[config.mk]
export PLATFORM = sky130hd
export DESIGN_NAME = scsims_core
export DESIGN_NICKNAME = d
export VERILOG_FILES = /design/src/rtl/scsims_pkg.sv /design/src/rtl/scsims_core.sv
export SDC_FILE = /design/constraint.sdc
export NUM_CORES = 1
export LEC_CHECK = 0
export BUFFER_PORTS_ARGS = -buffer_cell sky130_fd_sc_hd__buf_4
export CORE_AREA = 3 3 163 165
export DETAILED_ROUTE_END_ITERATION = 7
export DIE_AREA = 0 0 166 168
export PLACE_DENSITY = 0.72
export SLEW_MARGIN = 25
export SYNTH_ARGS = -nofsm -noshare
export SYNTH_HDL_FRONTEND = slang
export SYNTH_SLANG_ARGS = --single-unit
[constraint.sdc]
create_clock -name core_clk -period 3.3 [get_ports core_clk]
set_clock_uncertainty 0.05 [all_clocks]
set_input_delay 0.66 -clock core_clk [delete_from_list [all_inputs] [get_ports core_clk]]
set_output_delay 0.66 -clock core_clk [all_outputs]
set_load 0.02 [all_outputs]
[src/rtl/scsims_pkg.sv]
// Package of constants for the SCSI initiator message and status block
package scsims_pkg;
    // =========================================================
    // Register map
    localparam logic [11:0] OFF_STATUS   = 12'h000;
    localparam logic [11:0] OFF_STATEXT  = 12'h004;
    localparam logic [11:0] OFF_CONTROL  = 12'h008;
    localparam logic [11:0] OFF_CMD      = 12'h00c;
    localparam logic [11:0] OFF_EVENT    = 12'h010;
    localparam logic [11:0] OFF_PHASE    = 12'h014;
    // Control bit positions
    localparam int CTL_REPORT  = 0;
    localparam int CTL_SYNCOK  = 1;
    localparam int CTL_MSGOUT  = 2;
    // =========================================================
    // Completion codes
    localparam logic [7:0] CC_READY     = 8'h0f;
    localparam logic [7:0] CC_DIFFSENSE = 8'h81;
    localparam logic [7:0] CC_TERMPWR   = 8'h82;
    localparam logic [7:0] CC_BUSRESET  = 8'h83;
    localparam logic [7:0] CC_WATCHDOG  = 8'h84;
    localparam logic [7:0] CC_WILDBR    = 8'h88;
    localparam logic [7:0] CC_GOOD      = 8'h00;
    localparam logic [7:0] CC_INTERIM   = 8'ha1;
    localparam logic [2:0] CLS_BATFAIL  = 3'h6;
    localparam logic [2:0] CLS_WRAPFAIL = 3'h7;
    localparam logic [4:0] TAG_FIXED    = 5'h1f;
    localparam int         LOW_SCSI_BIT = 5;
    localparam logic [7:0] EXT_LOW_OK   = 8'h20;
    localparam logic [7:0] CC_BADSTAT   = 8'h48;
    // Host op codes
    localparam logic [3:0] OP_SEND  = 4'h0;
    localparam logic [3:0] OP_POWER_ON_SELF_TESTS  = 4'h4;
    // Message codes
    localparam logic [7:0] MSG_CC    = 8'h00;
    localparam logic [7:0] MSG_EXT   = 8'h01;
    localparam logic [7:0] MSG_SDP   = 8'h02;
    localparam logic [7:0] MSG_RP    = 8'h03;
    localparam logic [7:0] MSG_DSC   = 8'h04;
    localparam logic [7:0] MSG_IDE   = 8'h05;
    localparam logic [7:0] MSG_MR    = 8'h07;
    localparam logic [7:0] MSG_NOP   = 8'h08;
    localparam logic [7:0] MSG_MPE   = 8'h09;
    localparam logic [7:0] MSG_BDR   = 8'h0c;
    localparam logic [7:0] MSG_SYNC  = 8'h01;
    // Bus identity
    localparam logic [2:0] OWN_ID = 3'h7;
    // =========================================================
    // Timing
    localparam int CLK_MHZ       = 250;
    localparam int PHASE_LIMIT_MS = 65;
    localparam int PHASE_CYCLES  = PHASE_LIMIT_MS * 1000 * CLK_MHZ;
    localparam int RST_PULSE_US  = 25;
    localparam int RST_CYCLES    = RST_PULSE_US * CLK_MHZ;
    // Bus phases seen on msg, cd, io
    typedef enum logic [2:0] {
        PH_DATAOUT = 3'h0, PH_DATAIN = 3'h1, PH_CMD = 3'h2,
        PH_STATUS  = 3'h3, PH_MSGOUT = 3'h6, PH_MSGIN = 3'h7
    } scsims_phase_e;
endpackage

[src/rtl/scsims_core.sv]
// SCSI initiator message, attention, reset and completion status logic
//
// Decided for this implementation: register access over APB and the address map.
`timescale 1ns/1ns
module scsims_core
    import scsims_pkg::*;
#(
    parameter int PHASE_TIMEOUT = scsims_pkg::PHASE_CYCLES,
    parameter int RST_PULSE     = scsims_pkg::RST_CYCLES,
    parameter int NTAGS         = 17
) (
    input  wire logic        core_clk,
    input  wire logic        rst_n,
    input  wire logic        psel,
    input  wire logic        penable,
    input  wire logic        pwrite,
    input  wire logic [11:0] paddr,
    input  wire logic [31:0] pwdata,
    output logic [31:0]      prdata,
    output logic             pready,
    output logic             pslverr,
    input  wire logic        scsiReq,
    input  wire logic        scsiMsg,
    input  wire logic        scsiCd,
    input  wire logic        scsiIo,
    input  wire logic        scsiBsy,
    input  wire logic        scsiSel,
    input  wire logic        scsiRstIn,
    input  wire logic [7:0]  scsiDataIn,
    input  wire logic        scsiParIn,
    output logic             scsiAck,
    output logic             scsiAtn,
    output logic             scsiRstOut,
    output logic [7:0]       scsiDataOut,
    output logic             scsiParOut,
    output logic             scsiDataOe,
    output logic             syncMode
);
    import scsims_pkg::*;

    if (NTAGS < 2 || NTAGS > 32 || RST_PULSE < 1 || PHASE_TIMEOUT < 1) begin
        $error("scsims_core: bad parameter");
    end

    // =========================================================
    // Pin synchronisers
    logic [13:0] pinMeta;
    logic [13:0] pinSync;
    wire  [13:0] pinRaw = {scsiReq, scsiMsg, scsiCd, scsiIo, scsiBsy,
                           scsiSel, scsiRstIn, scsiParIn, scsiDataIn[5:0]};
    logic [1:0]  dataHiMeta;
    logic [1:0]  dataHiSync;
    always_ff @(posedge core_clk or negedge rst_n) begin
        if (!rst_n) begin
            pinMeta    <= '0;
            pinSync    <= '0;
            dataHiMeta <= '0;
            dataHiSync <= '0;
        end else begin
            pinMeta    <= pinRaw;
            pinSync    <= pinMeta;
            dataHiMeta <= scsiDataIn[7:6];
            dataHiSync <= dataHiMeta;
        end
    end
    wire       req     = pinSync[13];
    wire [2:0] phase   = pinSync[12:10];
    wire       bsy     = pinSync[9];
    wire       selIn   = pinSync[8];
    wire       rstIn   = pinSync[7];
    wire       parIn   = pinSync[6];
    wire [7:0] dataIn  = {dataHiSync, pinSync[5:0]};
    wire       parBad  = (^{dataIn, parIn}) == 1'b0;
    wire       inMsgIn = phase == PH_MSGIN;
    wire       inMsgOut = phase == PH_MSGOUT;
    wire       inStat  = phase == PH_STATUS;
    wire       nonData = bsy && phase[1];
    wire       reselect = selIn && phase[0] && !bsy;

    // =========================================================
    // Registers
    logic [15:0] status_reg, status_next;
    logic [15:0] statExt_reg, statExt_next;
    logic [2:0]  control_reg;
    logic [15:0] command_reg;
    logic [15:0] event_reg;
    logic [NTAGS-1:0] active_reg;
    logic [15:0] curPtr_reg, savedPtr_reg;
    logic        ackOut_reg, atn_reg, rejPend_reg, ignoreExt_reg;
    logic        mpePend_reg, bdrPend_reg, dropPend_reg, watchMo_reg;
    logic [31:0] phaseCnt_reg;
    logic [31:0] rstCnt_reg;
    logic        rstInPrev_reg, reqPrev_reg;
    logic [7:0]  outMsg_reg;
    logic [7:0]  scsiStat_reg;

    wire apbAccess = psel && penable;
    wire wrEn      = apbAccess && pwrite;
    wire hitStat   = paddr == OFF_STATUS;
    wire hitExt    = paddr == OFF_STATEXT;
    wire hitCtl    = paddr == OFF_CONTROL;
    wire hitCmd    = paddr == OFF_CMD;
    wire hitEvt    = paddr == OFF_EVENT;
    wire hitPh     = paddr == OFF_PHASE;
    wire mapped    = hitStat | hitExt | hitCtl | hitCmd | hitEvt | hitPh;
    wire cmdWrite  = wrEn && hitCmd;
    wire evtWrite  = wrEn && hitEvt;
    wire [3:0] opCode = pwdata[15:12];
    wire [4:0] tagIn  = pwdata[4:0];
    wire [2:0] idIn   = pwdata[10:8];
    wire [3:0] parmIn = pwdata[7:4];
    wire [7:0] evtCode = pwdata[7:0];
    wire [4:0] evtTag  = pwdata[12:8];
    wire [7:0] evtAux  = pwdata[23:16];

    // Command validation
    wire tagBig   = opCode <= 4'h1 ? tagIn > 5'h0f : tagIn > 5'h10;
    wire tagOk    = 32'(tagIn) < NTAGS;
    wire tagBusy  = tagOk && active_reg[tagIn[$clog2(NTAGS)-1:0]];
    wire opBad    = opCode > 4'h8;
    wire cntBad   = opCode == OP_SEND && parmIn != 4'h6
                    && parmIn != 4'ha && parmIn != 4'hc;
    wire idBad    = opCode == OP_SEND && idIn == OWN_ID;
    wire [7:0] rejCode = tagBusy ? 8'h21 : tagBig ? 8'h22 :
                         opBad ? 8'h23 : cntBad ? 8'h24 :
                         idBad ? 8'h25 : 8'h00;
    wire [7:0] tagLow  = {3'h0, tagIn};

    // Message-in handling
    wire reqRise  = req && !reqPrev_reg;
    wire msgByte  = reqRise && inMsgIn && !ackOut_reg;
    wire rpAccept = command_reg[11:8] == 4'h0 || curPtr_reg == savedPtr_reg;
    wire msgKnown = dataIn == MSG_CC || dataIn == MSG_SDP
                    || dataIn == MSG_DSC || dataIn == MSG_MR
                    || dataIn[7] || dataIn == MSG_EXT
                    || (dataIn == MSG_RP && rpAccept);
    wire msgReject = msgByte && !parBad && !msgKnown && !ignoreExt_reg;
    wire phaseTimeout = nonData && phaseCnt_reg == 32'(PHASE_TIMEOUT);
    wire moMissed = watchMo_reg && reqRise && !inMsgOut;
    wire fireRst  = (cmdWrite && opCode == OP_POWER_ON_SELF_TESTS) || phaseTimeout
                    || moMissed;
    wire rstEdge  = rstIn && !rstInPrev_reg;

    // =========================================================
    // Status words
    always_comb begin
        status_next  = status_reg;
        statExt_next = statExt_reg;
        if (rstEdge) begin
            status_next  = {CC_BUSRESET, 3'h0, TAG_FIXED};
        end else if (cmdWrite && rejCode != 8'h00) begin
            status_next  = {rejCode, tagLow};
            statExt_next = pwdata[15:0];
        end else if (cmdWrite && opCode == OP_POWER_ON_SELF_TESTS) begin
            status_next  = {CC_READY, 3'h0, TAG_FIXED};
        end else if (cmdWrite && opCode != OP_SEND) begin
            status_next  = {CC_GOOD, tagLow};
        end else if (msgByte && !parBad && dataIn == MSG_CC) begin
            if (scsiStat_reg == CC_BADSTAT)
                status_next = {CC_BADSTAT, 3'h0, command_reg[4:0]};
            else
                status_next = {scsiStat_reg, 2'h0, 1'b1,
                               command_reg[4:0]};
            statExt_next = curPtr_reg;
        end else if (evtWrite) begin
            if (evtCode == CC_INTERIM && status_reg[15:8] == CC_INTERIM)
                statExt_next = {statExt_reg[15:8] + 8'h01, 8'h00};
            else if (evtCode == CC_INTERIM)
                statExt_next = 16'h0100;
            else if (evtCode == 8'h41 || evtCode == 8'h42
                     || evtCode == 8'h44)
                statExt_next = {evtAux, EXT_LOW_OK};
            else if (evtCode == CC_WATCHDOG || evtCode == CC_WILDBR)
                statExt_next = pwdata[31:16];
            if (evtCode[7] && !evtCode[5])
                status_next = {evtCode, 3'h0, TAG_FIXED};
            else if (evtCode[7:5] == CLS_BATFAIL)
                status_next = {evtCode, 3'h0, TAG_FIXED};
            else
                status_next = {evtCode, 3'h0, evtTag};
        end
    end

    // =========================================================
    // State and bus handshake
    always_ff @(posedge core_clk or negedge rst_n) begin
        if (!rst_n) begin
            status_reg   <= {CC_READY, 3'h0, TAG_FIXED};
            statExt_reg  <= '0;
            control_reg  <= '0;
            command_reg  <= '0;
            event_reg    <= '0;
            active_reg   <= '0;
            curPtr_reg   <= '0;
            savedPtr_reg <= '0;
            ackOut_reg   <= 1'b0;
            atn_reg      <= 1'b0;
            rejPend_reg  <= 1'b0;
            ignoreExt_reg <= 1'b0;
            mpePend_reg  <= 1'b0;
            bdrPend_reg  <= 1'b0;
            dropPend_reg <= 1'b0;
            watchMo_reg  <= 1'b0;
            phaseCnt_reg <= '0;
            rstCnt_reg   <= '0;
            rstInPrev_reg <= 1'b0;
            reqPrev_reg  <= 1'b0;
            outMsg_reg   <= MSG_NOP;
            scsiStat_reg <= '0;
        end else begin
            status_reg    <= status_next;
            statExt_reg   <= statExt_next;
            rstInPrev_reg <= rstIn;
            reqPrev_reg   <= req;
            if (wrEn && hitCtl)
                control_reg <= pwdata[2:0];
            if (evtWrite)
                event_reg <= pwdata[15:0];
            if (cmdWrite && rejCode == 8'h00) begin
                command_reg <= pwdata[15:0];
                if (opCode == OP_SEND && tagOk)
                    active_reg[tagIn[$clog2(NTAGS)-1:0]] <= 1'b1;
            end
            if (rstEdge)
                active_reg <= '0;
            // Phase watchdog
            if (!nonData || reqRise)
                phaseCnt_reg <= '0;
            else
                phaseCnt_reg <= phaseCnt_reg + 32'd1;
            // Reset pulse generator
            if (fireRst)
                rstCnt_reg <= 32'(RST_PULSE);
            else if (rstCnt_reg != '0)
                rstCnt_reg <= rstCnt_reg - 32'd1;
            // Track data pointer
            if (reqRise && !phase[1] && bsy)
                curPtr_reg <= curPtr_reg + 16'h0001;
            // Incoming byte handshake
            if (reqRise && !ackOut_reg && bsy) begin
                ackOut_reg <= 1'b1;
                if (inStat)
                    scsiStat_reg <= parBad ? CC_BADSTAT : dataIn;
                if (inMsgIn) begin
                    if (parBad) begin
                        mpePend_reg <= 1'b1;
                        outMsg_reg  <= MSG_MPE;
                        atn_reg     <= 1'b1;
                    end else if (msgReject) begin
                        rejPend_reg   <= 1'b1;
                        ignoreExt_reg <= 1'b1;
                        outMsg_reg    <= MSG_MR;
                        atn_reg       <= 1'b1;
                    end else if (dataIn == MSG_SDP) begin
                        savedPtr_reg <= curPtr_reg;
                    end else if (dataIn == MSG_RP) begin
                        curPtr_reg <= savedPtr_reg;
                    end else if (dataIn == MSG_CC) begin
                        active_reg[command_reg[$clog2(NTAGS)-1:0]]
                            <= 1'b0;
                    end
                end
            end else if (!req && ackOut_reg) begin
                ackOut_reg <= 1'b0;
                if (mpePend_reg || rejPend_reg || bdrPend_reg)
                    watchMo_reg <= 1'b1;
            end
            if (inMsgOut) begin
                watchMo_reg <= 1'b0;
                // Last byte: drop attention while REQ high, ACK low
                if (req && !ackOut_reg && atn_reg) begin
                    atn_reg      <= 1'b0;
                    dropPend_reg <= 1'b1;
                end
            end
            if (moMissed && bdrPend_reg)
                active_reg <= '0;
            if (dropPend_reg && !inMsgOut) begin
                dropPend_reg  <= 1'b0;
                mpePend_reg   <= 1'b0;
                rejPend_reg   <= 1'b0;
                bdrPend_reg   <= 1'b0;
                ignoreExt_reg <= 1'b0;
                outMsg_reg    <= MSG_NOP;
            end
            // Reselection while no command is live on any tag
            if (reselect && active_reg == '0) begin
                bdrPend_reg <= 1'b1;
                outMsg_reg  <= MSG_BDR;
                atn_reg     <= 1'b1;
            end
            if (wrEn && hitCtl && pwdata[CTL_MSGOUT])
                atn_reg <= 1'b1;
            if (moMissed)
                watchMo_reg <= 1'b0;
        end
    end

    // =========================================================
    // Outputs and APB read
    wire [31:0] rdMux = hitStat ? {16'h0, status_reg} :
                        hitExt  ? {16'h0, statExt_reg} :
                        hitCtl  ? {29'h0, control_reg} :
                        hitCmd  ? {16'h0, command_reg} :
                        hitEvt  ? {16'h0, event_reg} :
                        hitPh   ? {24'h0, outMsg_reg} : 32'h0;
    wire [7:0] txByte = inMsgOut ? outMsg_reg : 8'h00;
    always_ff @(posedge core_clk or negedge rst_n) begin
        if (!rst_n) begin
            prdata      <= '0;
            pready      <= 1'b0;
            pslverr     <= 1'b0;
            scsiAck     <= 1'b0;
            scsiAtn     <= 1'b0;
            scsiRstOut  <= 1'b0;
            scsiDataOut <= '0;
            scsiParOut  <= 1'b1;
            scsiDataOe  <= 1'b0;
            syncMode    <= 1'b0;
        end else begin
            pready      <= psel && !penable;
            pslverr     <= psel && !penable && !mapped;
            prdata      <= (psel && !penable && !pwrite) ? rdMux : 32'h0;
            scsiAck     <= ackOut_reg;
            scsiAtn     <= atn_reg;
            scsiRstOut  <= rstCnt_reg != '0;
            scsiDataOut <= txByte;
            scsiParOut  <= ~^txByte;
            scsiDataOe  <= bsy && !phase[0];
            syncMode    <= control_reg[CTL_SYNCOK];
        end
    end
endmodule

# Word-level counts from Yosys, hierarchy flattened
# Index checks and enable logic that the tools add are counted.
# op_classes
n_bitwise	10
n_mux	95
order_cmp	9
n_eq_ne	34
addsub	4
reduce_logical	114
# ops
operator	count
$mux 16	29
$mux 17	11
$mux 32	3
$mux 8	9
$logic_and 1x1->1	49
$mux 1	33
$add 32x1->32 const B	1
$eq 32x24->1 const B	1
$eq 8x7->1 const B	4
$eq 8x8->1 const B	4
$reduce_bool 32->1	1
$sub 32x1->32 const B	1
$mux 6	5
$eq 12x4->1 const B	2
$eq 12x5->1 const B	2
$reduce_bool 2->1	9
$and 17x17->17	1
$logic_not 17->1	1
$not 17->17	1
$or 17x17->17	1
$add 16x1->16 const B	1
$eq 16x16->1	1
$eq 8x2->1 const B	2
$eq 8x3->1 const B	2
39 further kinds	92
# totals
output_inout_bits	48
word_cells	301
input_bits	65
regBits	269

# Longest topological paths before layout
# Gate-level depths: netlist of the first run.
# depth
ltp_word	21
ltp_mapped	13
ltp_nobuf	10

# Least setup slack after synthesis of the first run
# No wires, ideal clock.
# synth_path
kind	register to register
startpoint	register pinSync[0]
endpoint	register statExt_reg[6]
path_buffers	3
setup_slack_ps	-3
synth_period_minus_slack_ps	3303
t_arrival_ps	3126
setup_ps	128
required_ps	3122
stages_incl_launch_ff	14
path_cell_list	dfrtp_1 > xor2_1 > xnor2_1 > xnor2_1 > ha_1 > or4_1 > buf_2 > o21ai_4 > nor2b_1 > buf_2 > a221oi_2 > o21ai_2 > buf_2 > mux2_1
# synth_between
elab_chain_len	7
word_cells_on_any_way	11
classes_between	mux: 4; reduce/logical: 7
# synth_lines
element	line	rtl
from (decl)	scsims_core.sv:48	logic [13:0] pinSync;
from (signal assigned)	scsims_core.sv:61	pinSync <= pinMeta;
$reduce_xor 9->1	scsims_core.sv:73	wire parBad = (^{dataIn, parIn}) == 1'b0;
$logic_and 1x1->1	scsims_core.sv:158	end else if (msgByte && !parBad && dataIn == MSG_CC) begin
$logic_and 1x1->1 (*)	scsims_core.sv:158	
$mux 16	scsims_core.sv:158	
$mux 16	scsims_core.sv:156	end else if (cmdWrite && opCode != OP_SEND) begin
$mux 16	scsims_core.sv:154	end else if (cmdWrite && opCode == OP_POWER_ON_SELF_TESTS) begin
$mux 16	scsims_core.sv:151	end else if (cmdWrite && rejCode != 8'h00) begin
to (signal assigned)	scsims_core.sv:212	statExt_reg <= statExt_next;
to (decl)	scsims_core.sv:83	logic [15:0] statExt_reg, statExt_next;
# Every way passes the cells marked *; elsewhere a longest branch is shown, timed or not. The select of a mux whose other input is x is not followed.
# A chain may end at the register's enable or synchronous reset.

# Worst setup path after layout of the first run
# layout_path
startpoint	register pinSync[1]
endpoint	register statExt_reg[6]
# The elaborated chain is that of the path after synthesis.

==> flow_summary.ini, run 1 <==
[placement]
io_buffers = 92
place_congestion = 0.914
dp_slack_ns = -0.106
place_inst = 1681
dpl.hpwl_um = 22800
placed_cell_area_sq_um = 14200

[critical_path]
end_kind = flip-flop
crit_arrival_ns = 3.54
cp-start-kind = flip-flop
path_common_cell = xnor2_1
path_cells = xor2_2 -> xnor2_1 -> xnor2_1 -> ha_1 -> or4_4 -> or2_1 -> a221oi_2 -> o21ai_2 -> buf_12 -> mux2_1
cpMaxStageDelayCell = or4_4
cp_max_fo = 12
crit_family = simple AND/OR/NAND/NOR gates
cp_num_buf_inv = 1
path_class = flip-flop to flip-flop
crit_path_max_incr_delay_ns = 0.50
crit_required_ns = 3.68

[logic_synthesis]
synth_area_leaders = dfrtp_1 (48%), mux2_2 (6.8%), nand2_1 (3.8%)
syn_area_sq_um = 13000
synth_area_per_cell_sq_um = 10.2
postSynthCellCount = 1276
ys.warnings.count = 0
synth_ff_type = dfrtp_1
synth_cell_type_count = 75
ys_ff_latch = 259
synth_edf_count = 0
synth_top_area_cell = dfrtp_1
synth_top_area_share_pct = 47.8
synth.yosys.seq_area_share_pct = 50.0
async_reset_ff_share_pct = 100

[floorplan]
core_sq_um = 25200
die_x_um = 166
die_y_um = 168
io_pins = 113
dieArea_sq_um = 27900
num_rows = 58
start_util_pct = 51.6

[timing]
fmax_mhz = 317
slew_violations = 0
min_period_ns = 3.16
tns_ns = 0
relSlewSlack_pct = 46.5
rsz0062_at_grt = no
fin_ws_ns = 0.142
hold_slack_ns = -0.00207
tightestPinTransition_ns = 0.792
setup_viol = 0
finalHoldViolCount = 1
fin_crit_sh_pct = 95.7

[cells_and_area]
utilization_pct = 60.4
area_growth_pct = 17.0
final_area_sq_um = 15200
nets = 1455
antenna_cells = 0
fill_cells = 2120
layoutNonFillerInstCount = 1737
layout-drive-gt1-share_pct = 21.7

[outcome]
status = finished, violations left
violations = negative hold slack

[clocking]
clk_pin_slew_ns = 0.06
cts_buffers = 29
htreeDepth = 1
cts_max_path_buffers = 3
cts.sinks = 259
tritoncts = built
clockRootBuffer = clkbuf_16
insertion_delay_ns = 0.56

[hold_path]
worstHoldPathType = input pin to asynchronous set/reset pin

[global_route]
grt_max_degree = 72
grt_use_total_pct = 22.7
grt_pass1_vias = 10100
grt_pass1_wl_um = 52400
grt_overflow = 0
antenna_found_initial = 0

[detailed_routing]
drtAntennaViolNets = 0
num_vias = 10100
via_per_inst = 5.81
wl_per_cell_um = 18.7
first_pass_iters = 6
drt_iter0_drc = 809
wl_um = 32400
drc = 0

[job]
max_cap_violations = 0

[pwr]
ir_drop_mv = 0.400
pwr_density_cell_nw_per_um2 = 529
leakagePower_nw = 6.93
cell type report:
cell class                 instances  area (sq um)  area share, %
sequential                       259          6500           42.7
multi-input combinational        918          6040           39.7
timing repair buffer             146          1170           7.67
clock buffer                      45           856           5.63
tap                              330           413           2.72
clock inverter                     9           121          0.798
inverter                          30           113          0.740
kinds of logic after synthesis:
group / count (synthesis) / synth area share, %
compound gates: 201 / 10.4
fa+ha+maj: 6 / 0.578
mux: 105 / 9.05
buf+inv: 119 / 4.33
flops: 259 / 50.0
other cells: 1 / 0.0289
simple gates: 483 / 18.7
xor+xnor: 102 / 6.88
stage by stage:
stage | hold WS (ns) | power, mW
6_report | -0.00207 | 8.05
5_1_grt | 0.0450 | 8.38
4_1_cts | 0.0342 | 8.08
3_5_place_dp | 0.285 | 4.81
3_3_place_gp | 0.284 | 4.78
2_1_floorplan | 0.281 | 4.38
cell usage after synthesis, types with 8 or more instances:
master,instances
nand3_1,34
nand2b_1,18
inv_1,30
a21oi_1,34
or4_1,8
buf_2,18
clkbuf_1,42
a211oi_1,18
and3_1,11
and2_1,11
nor3_1,41
mux2_2,79
nor4_1,29
o22ai_1,9
nor2b_1,10
or3_1,17
buf_4,25
dfrtp_1,248
nand2_1,130
xnor2_1,52
a31oi_1,22
o21ai_0,55
dfstp_2,11
nand4_1,20
nor2_1,116
mux2i_1,23
xor2_1,50
a22o_1,8
worst paths after layout:
| check | from | to | slack, ns | cells after the start |
|---|---|---|---|---|
| max in group asynchronous | rst_n | outMsg_reg[3] | 2.39 | 2 |
| max reg2reg | pinSync[1] | statExt_reg[6] | 0.14 | 10 |
| max | pinSync[1] | statExt_reg[6] | 0.14 | 10 |
| min | rst_n | control_reg[1] | -0.002 | 1 |
| min reg2reg | pinMeta[7] | pinSync[7] | 0.30 | 0 |
| min in group core_clk | scsiIo | pinMeta[10] | 0.16 | 1 |
what timing repair did:
action,in CTS,in global routing
endpoints found under the setup margin,32,38
gates cloned,0,1
buffers inserted,0,1
pin swaps,0,2
resized for setup,1,4
hold buffers,0,0
endpoints found under the hold margin,0,0
report_power, final:
| group | leakage (nW) | internal [mW] | total [mW] | switching, mW |
|---|---|---|---|---|
| Combinational | 3.04 | 0.499 | 1.12 | 0.625 |
| Clock | 0.483 | 1.95 | 3.26 | 1.31 |
| Sequential | 3.41 | 3.42 | 3.66 | 0.244 |
cells in the final DEF (no fill, tap or decap), types with 6 or more instances in the layout:
master       n
a211oi_1    18
a21oi_1     32
a222oi_1     7
a22o_1       8
a31oi_1     22
and2_1      11
and3_1      11
buf_4      140
clkbuf_1     9
clkbuf_16   29
clkbuf_8     7
conb_1      20
dfrtp_1    247
dfstp_2     11
ha_1         6
inv_1       30
mux2_2      79
mux2i_1     23
nand2_1    130
nand2b_1    18
nand3_1     34
nand3b_1     7
nand4_1     20
nor2_1     116
nor2b_1      9
nor3_1      41
nor4_1      28
o21ai_0     55
o221ai_1     6
o22ai_1      9
or3_1       17
or4_1        7
xnor2_1     52
xor2_1      49
metal layers:
metal	track usage (%)	up-vias	wire length, um
met4	7.41	0	1070
met3	3.40	95	2060
met1	30.6	4912	13800
met2	38.1	367	15500
li1	-	4712	-
met5	0	-	0
Power figures use the tool's default switching activity.
==> inputs of run 2 (changes only) <==
HOLD_SLACK_MARGIN = 0.1   (was default)
==> run 2 against run 1 <==
Effect of this change: the flow now finishes without violations; die area unchanged; clock power is essentially flat; critical path type unchanged; count of clock-buffer cells in the layout did not move; flip-flop and latch count unchanged; setup slack improved by 0.0043 ns.
==> flow_summary.ini, run 2 (same netlist as run 1, synthesis figures left out) <==
[hold_path]
worstHoldPathType = input pin to flip-flop

[global_route]
grt_use_total_pct = 22.7
met3_usage_pct = 3.43
grt_pass1_wl_um = 52400
busiest_layer = met2
grtUsageMet1_pct = 30.6
grt_max_degree = 72
grt_pass1_vias = 10100
antenna_found_initial = 0
grtUsageMet2_pct = 38.1
grt_overflow = 0

[timing]
fin_crit_sh_pct = 95.6
slew_violations = 0
min_period_ns = 3.15
hold_slack_ns = 0.158
tightestPinTransition_ns = 0.734
rsz0062_at_grt = no
setup_viol = 0
fmax_mhz = 317
relSlewSlack_pct = 51.0
finalHoldViolCount = 0

[clocking]
clockRootBuffer = clkbuf_16
clk_pin_slew_ns = 0.06
tritoncts = built
htreeDepth = 1
insertion_delay_ns = 0.56
cts.sinks = 259
cts_max_path_buffers = 3
cts_buffers = 29

[cells_and_area]
final_area_sq_um = 15200
layout-drive-gt1-share_pct = 21.7
mostFrequentLayoutCell = dfrtp_1
mostFrequentLayoutCells = dfrtp_1 (247), buf_4 (140), nand2_1 (130)
area_growth_pct = 17.1
register_area_sq_um = 6500
multi_input_area_sq_um = 6040
fill_cells = 2121
antenna_cells = 0
nets = 1456

[detailed_routing]
via_per_inst = 5.77
drc = 0
drtAntennaViolNets = 0
wl_um = 32400
num_vias = 10000
wl_per_cell_um = 18.7
first_pass_iters = 8
drt_iter0_drc = 774

[pwr]
leakagePower_nw = 6.94
pwr_density_cell_nw_per_um2 = 529
p_total_mw = 8.05
ir_drop_mv = 0.400

[placement]
dpl.hpwl_um = 22800
place_congestion = 0.914
io_buffers = 92
placed_cell_area_sq_um = 14200

[floorplan]
core_sq_um = 25200
die_x_um = 166
start_util_pct = 51.6
dieArea_sq_um = 27900
die_y_um = 168
io_pins = 113
num_rows = 58

[critical_path]
end_kind = flip-flop
crit_required_ns = 3.68
crit_arrival_ns = 3.54
cp-start-kind = flip-flop
path_cells = xor2_2 -> xnor2_1 -> xnor2_1 -> ha_1 -> or4_4 -> or2_1 -> a221oi_2 -> o21ai_2 -> buf_12 -> mux2_1
path_class = flip-flop to flip-flop
cp_max_fo = 12
path_common_cell = xnor2_1
cpMaxStageDelayCell = or4_4
crit_path_max_incr_delay_ns = 0.50

[outcome]
status = completed

[job]
max_cap_violations = 0
## run 2: cell count changes in the layout (fill, tap and decap cells not counted)
cell,change
dlygate4sd3_1,+1
## run 2: through the flow
step | setup slack, ns | setup TNS [ns] | util [%] | instances
4_1_cts | 0.00320 | 0 | 60.3 | 1736
3_3_place_gp | 0.0398 | 0 | 56.4 | 1681
3_5_place_dp | -0.106 | -1.02 | 56.4 | 1681
5_1_grt | 0.00226 | 0 | 60.4 | 1738
2_1_floorplan | 0.0161 | 0 | - | 1295
6_report | 0.146 | 0 | 60.4 | 1738
## run 2: routing by layer
layer / up-vias / share of wire, %
li1: 4717 / -
met4: 0 / 3.2
met5: - / 0
met2: 354 / 48
met1: 4870 / 43
met3: 88 / 6.3
## run 2: where the power goes
group | total, mW | switching [mW] | internal (mW)
Clock | 3.26 | 1.31 | 1.95
Combinational | 1.13 | 0.628 | 0.500
Sequential | 3.67 | 0.245 | 3.42
Total | 8.05 | 2.19 | 5.87
## run 2: final timing paths
check,slack (ns),end,depth (start not counted),from
setup reg to reg,0.15,statExt_reg[6],10,pinSync[1]
max in group asynchronous,1.78,outMsg_reg[3],3,rst_n
hold reg to reg,0.30,pinSync[7],0,pinMeta[7]
min in group asynchronous,0.60,control_reg[1],2,rst_n
setup / recovery,0.15,statExt_reg[6],10,pinSync[1]
hold / removal,0.16,pinMeta[10],1,scsiIo
## run 2: layout make-up
cell class              instances  share of cell area [%]
inverters                      30                   0.740
repair buffers                147                    7.73
clock inverters                 9                   0.798
multi-input cells             918                    39.7
well taps                     330                    2.71
clock buffers                  45                    5.62
flip-flops and latches        259                    42.7
## run 2: critical path, delay by kind of cell (launching register included)
kind / cells / cell delay (ns)
flip-flops: 1 / 0.45
multiplexers: 1 / 0.30
AO/OA/AOI/OAI: 2 / 0.41
AND/OR/NAND/NOR: 2 / 0.78
buffers and inverters: 1 / 0.18
XOR/XNOR: 3 / 0.54
adder cells (fa/ha/maj): 1 / 0.30
## run 2: repair_timing
item,CTS,global route
hold endpoints to repair,62,0
gates cloned,0,1
hold buffers,1,0
gates resized for setup,1,4
pin swaps,0,2
endpoints found under the setup margin,32,38
buffers inserted,0,1
==> inputs of run 3 (changes only) <==
CORE_AREA = 3 3 116 230   (was 3 3 163 165)
DIE_AREA = 0 0 119 233   (was 0 0 166 168)
SKIP_LAST_GASP = 1   (was default)
==> run 3 against run 2 <==
Effect of this change: worst hold slack gained 0.019 ns; count of clock-buffer cells in the layout shrank 17; setup slack gained 0.071 ns; routed wire length grew 4.2%; critical path depth grew 1; flip-flop and latch count is the same; non-clock buffer count shrank 3; sequential power is essentially flat; sequential share of layout area grew 0.38 points; fmax grew 2.3%; power shrank 3.7%; combinational power shrank 4%; critical endpoint is now statExt_reg[15].
==> flow_summary.ini, run 3 (same netlist as run 1, synthesis figures left out) <==
[timing]
fin_crit_sh_pct = 93.4
tightestPinTransition_ns = 0.828
min_period_ns = 3.08
rsz0062_at_grt = no
setup_viol = 0
hold_slack_ns = 0.177
relSlewSlack_pct = 44.7
fmax_mhz = 324
finalHoldViolCount = 0
slew_violations = 0
fin_ws_ns = 0.217
tns_ns = 0

[detailed_routing]
drt_iter0_drc = 675
num_vias = 10000
via_per_inst = 5.79
wl_um = 33800
drc = 0
first_pass_iters = 6
drtAntennaViolNets = 0
wl_per_cell_um = 19.6

[global_route]
antenna_found_initial = 0
grt_use_total_pct = 24.4
grt_max_degree = 97
grt_overflow = 0
grt_pass1_wl_um = 54200
grt_pass1_vias = 10200

[floorplan]
die_x_um = 119
num_rows = 82
dieArea_sq_um = 27700
die_y_um = 233
core_sq_um = 25100
io_pins = 113
start_util_pct = 51.7

[critical_path]
path_cells = xor2_2 -> xnor2_1 -> xnor2_1 -> ha_1 -> or4_4 -> o211ai_1 -> buf_4 -> a2bb2oi_1 -> o21ai_0 -> mux2_2 -> mux2_2
cp_max_fo = 9
crit_required_ns = 3.67
crit_family = XOR/XNOR gates
cp-start-kind = flip-flop
path_class = flip-flop to flip-flop
crit_arrival_ns = 3.45
cpMaxStageDelayCell = or4_4
cp_num_buf_inv = 1
crit_path_max_incr_delay_ns = 0.51
end_kind = flip-flop

[cells_and_area]
layout-drive-gt1-share_pct = 21.5
antenna_cells = 0
mostFrequentLayoutCells = dfrtp_1 (248), buf_4 (137), nand2_1 (130)
area_growth_pct = 16.1
multi_input_area_sq_um = 6040
fill_cells = 2129
nets = 1447
mostFrequentLayoutCell = dfrtp_1
utilization_pct = 60.0
layoutNonFillerInstCount = 1729
register_area_sq_um = 6490

[clocking]
insertion_delay_ns = 0.54
cts_max_path_buffers = 3
tritoncts = built
postCtsSetupBuffers = 0
clk_pin_slew_ns = 0.07
cts.sinks = 259
clockRootBuffer = clkbuf_16
cts_buffers = 24
htreeDepth = 1

[pwr]
switchingPower_mw = 2.11
leakagePower_nw = 6.86
pwr_density_cell_nw_per_um2 = 514
ir_drop_mv = 0.492
seqPwrFrac_pct = 47.1
p_int_mw = 5.64
clkPwrFrac_pct = 38.8
share_comb_of_total_power_pct = 14.1
p_sw_share_pct = 27.2

[placement]
place_congestion = 1.00
place_inst = 1685
dp_slack_ns = -0.00423
io_buffers = 92
dpl.hpwl_um = 25100

[outcome]
status = completed

[hold_path]
worstHoldPathType = input pin to flip-flop

[job]
max_cap_violations = 0
-- run 3: metrics by stage --
| stage | power, mW | area, sq um |
|---|---|---|
| floorplan | 4.38 | 13100 |
| global placement | 4.76 | 14200 |
| detailed placement | 4.79 | 14200 |
| CTS | 7.82 | 15100 |
| global route | 8.10 | 15100 |
| finish | 7.76 | 15100 |
-- run 3: routing by layer --
metal,GRT usage [%],wire (um)
met5,0,0
met4,14.8,2260
met3,3.11,1350
met2,46.1,18500
met1,25.3,11700
-- run 3: area by class of cell --
cell class,instances,share of cell area (%)
inverters,30,0.747
clock buffers,28,4.36
flip-flops and latches,259,43.1
multi-input cells,917,40.1
clock inverters,15,1.31
repair buffers,144,7.65
well taps,336,2.79
-- run 3: repair_timing --
| item | CTS | global route |
|---|---|---|
| endpoints found under the hold margin | 55 | 0 |
| pin swaps | 0 | 1 |
| gates resized for setup | 1 | 4 |
| hold buffers | 1 | 0 |
| setup endpoints to repair | 14 | 15 |
-- run 3: final timing paths --
check,startpoint,to,slack (ns),cells past startpoint
setup / recovery,pinSync[0],statExt_reg[15],0.22,11
hold reg to reg,pinMeta[7],pinSync[7],0.29,0
hold / removal,scsiBsy,pinMeta[9],0.18,1
min in group asynchronous,rst_n,active_reg[3],0.61,2
setup reg to reg,pinSync[0],statExt_reg[15],0.22,11
max in group asynchronous,rst_n,command_reg[6],1.64,3
-- run 3: power groups by stage --
| stage | Clock, mW | Sequential (mW) | Combinational, mW |
|---|---|---|---|
| 6_report | 3.01 | 3.65 | 1.09 |
| 5_1_grt | 3.20 | 3.69 | 1.21 |
| 4_1_cts | 3.07 | 3.65 | 1.09 |
| 3_5_place_dp | 0 | 3.71 | 1.08 |
| 3_3_place_gp | 0 | 3.69 | 1.06 |
| 2_1_floorplan | 0 | 3.64 | 0.748 |
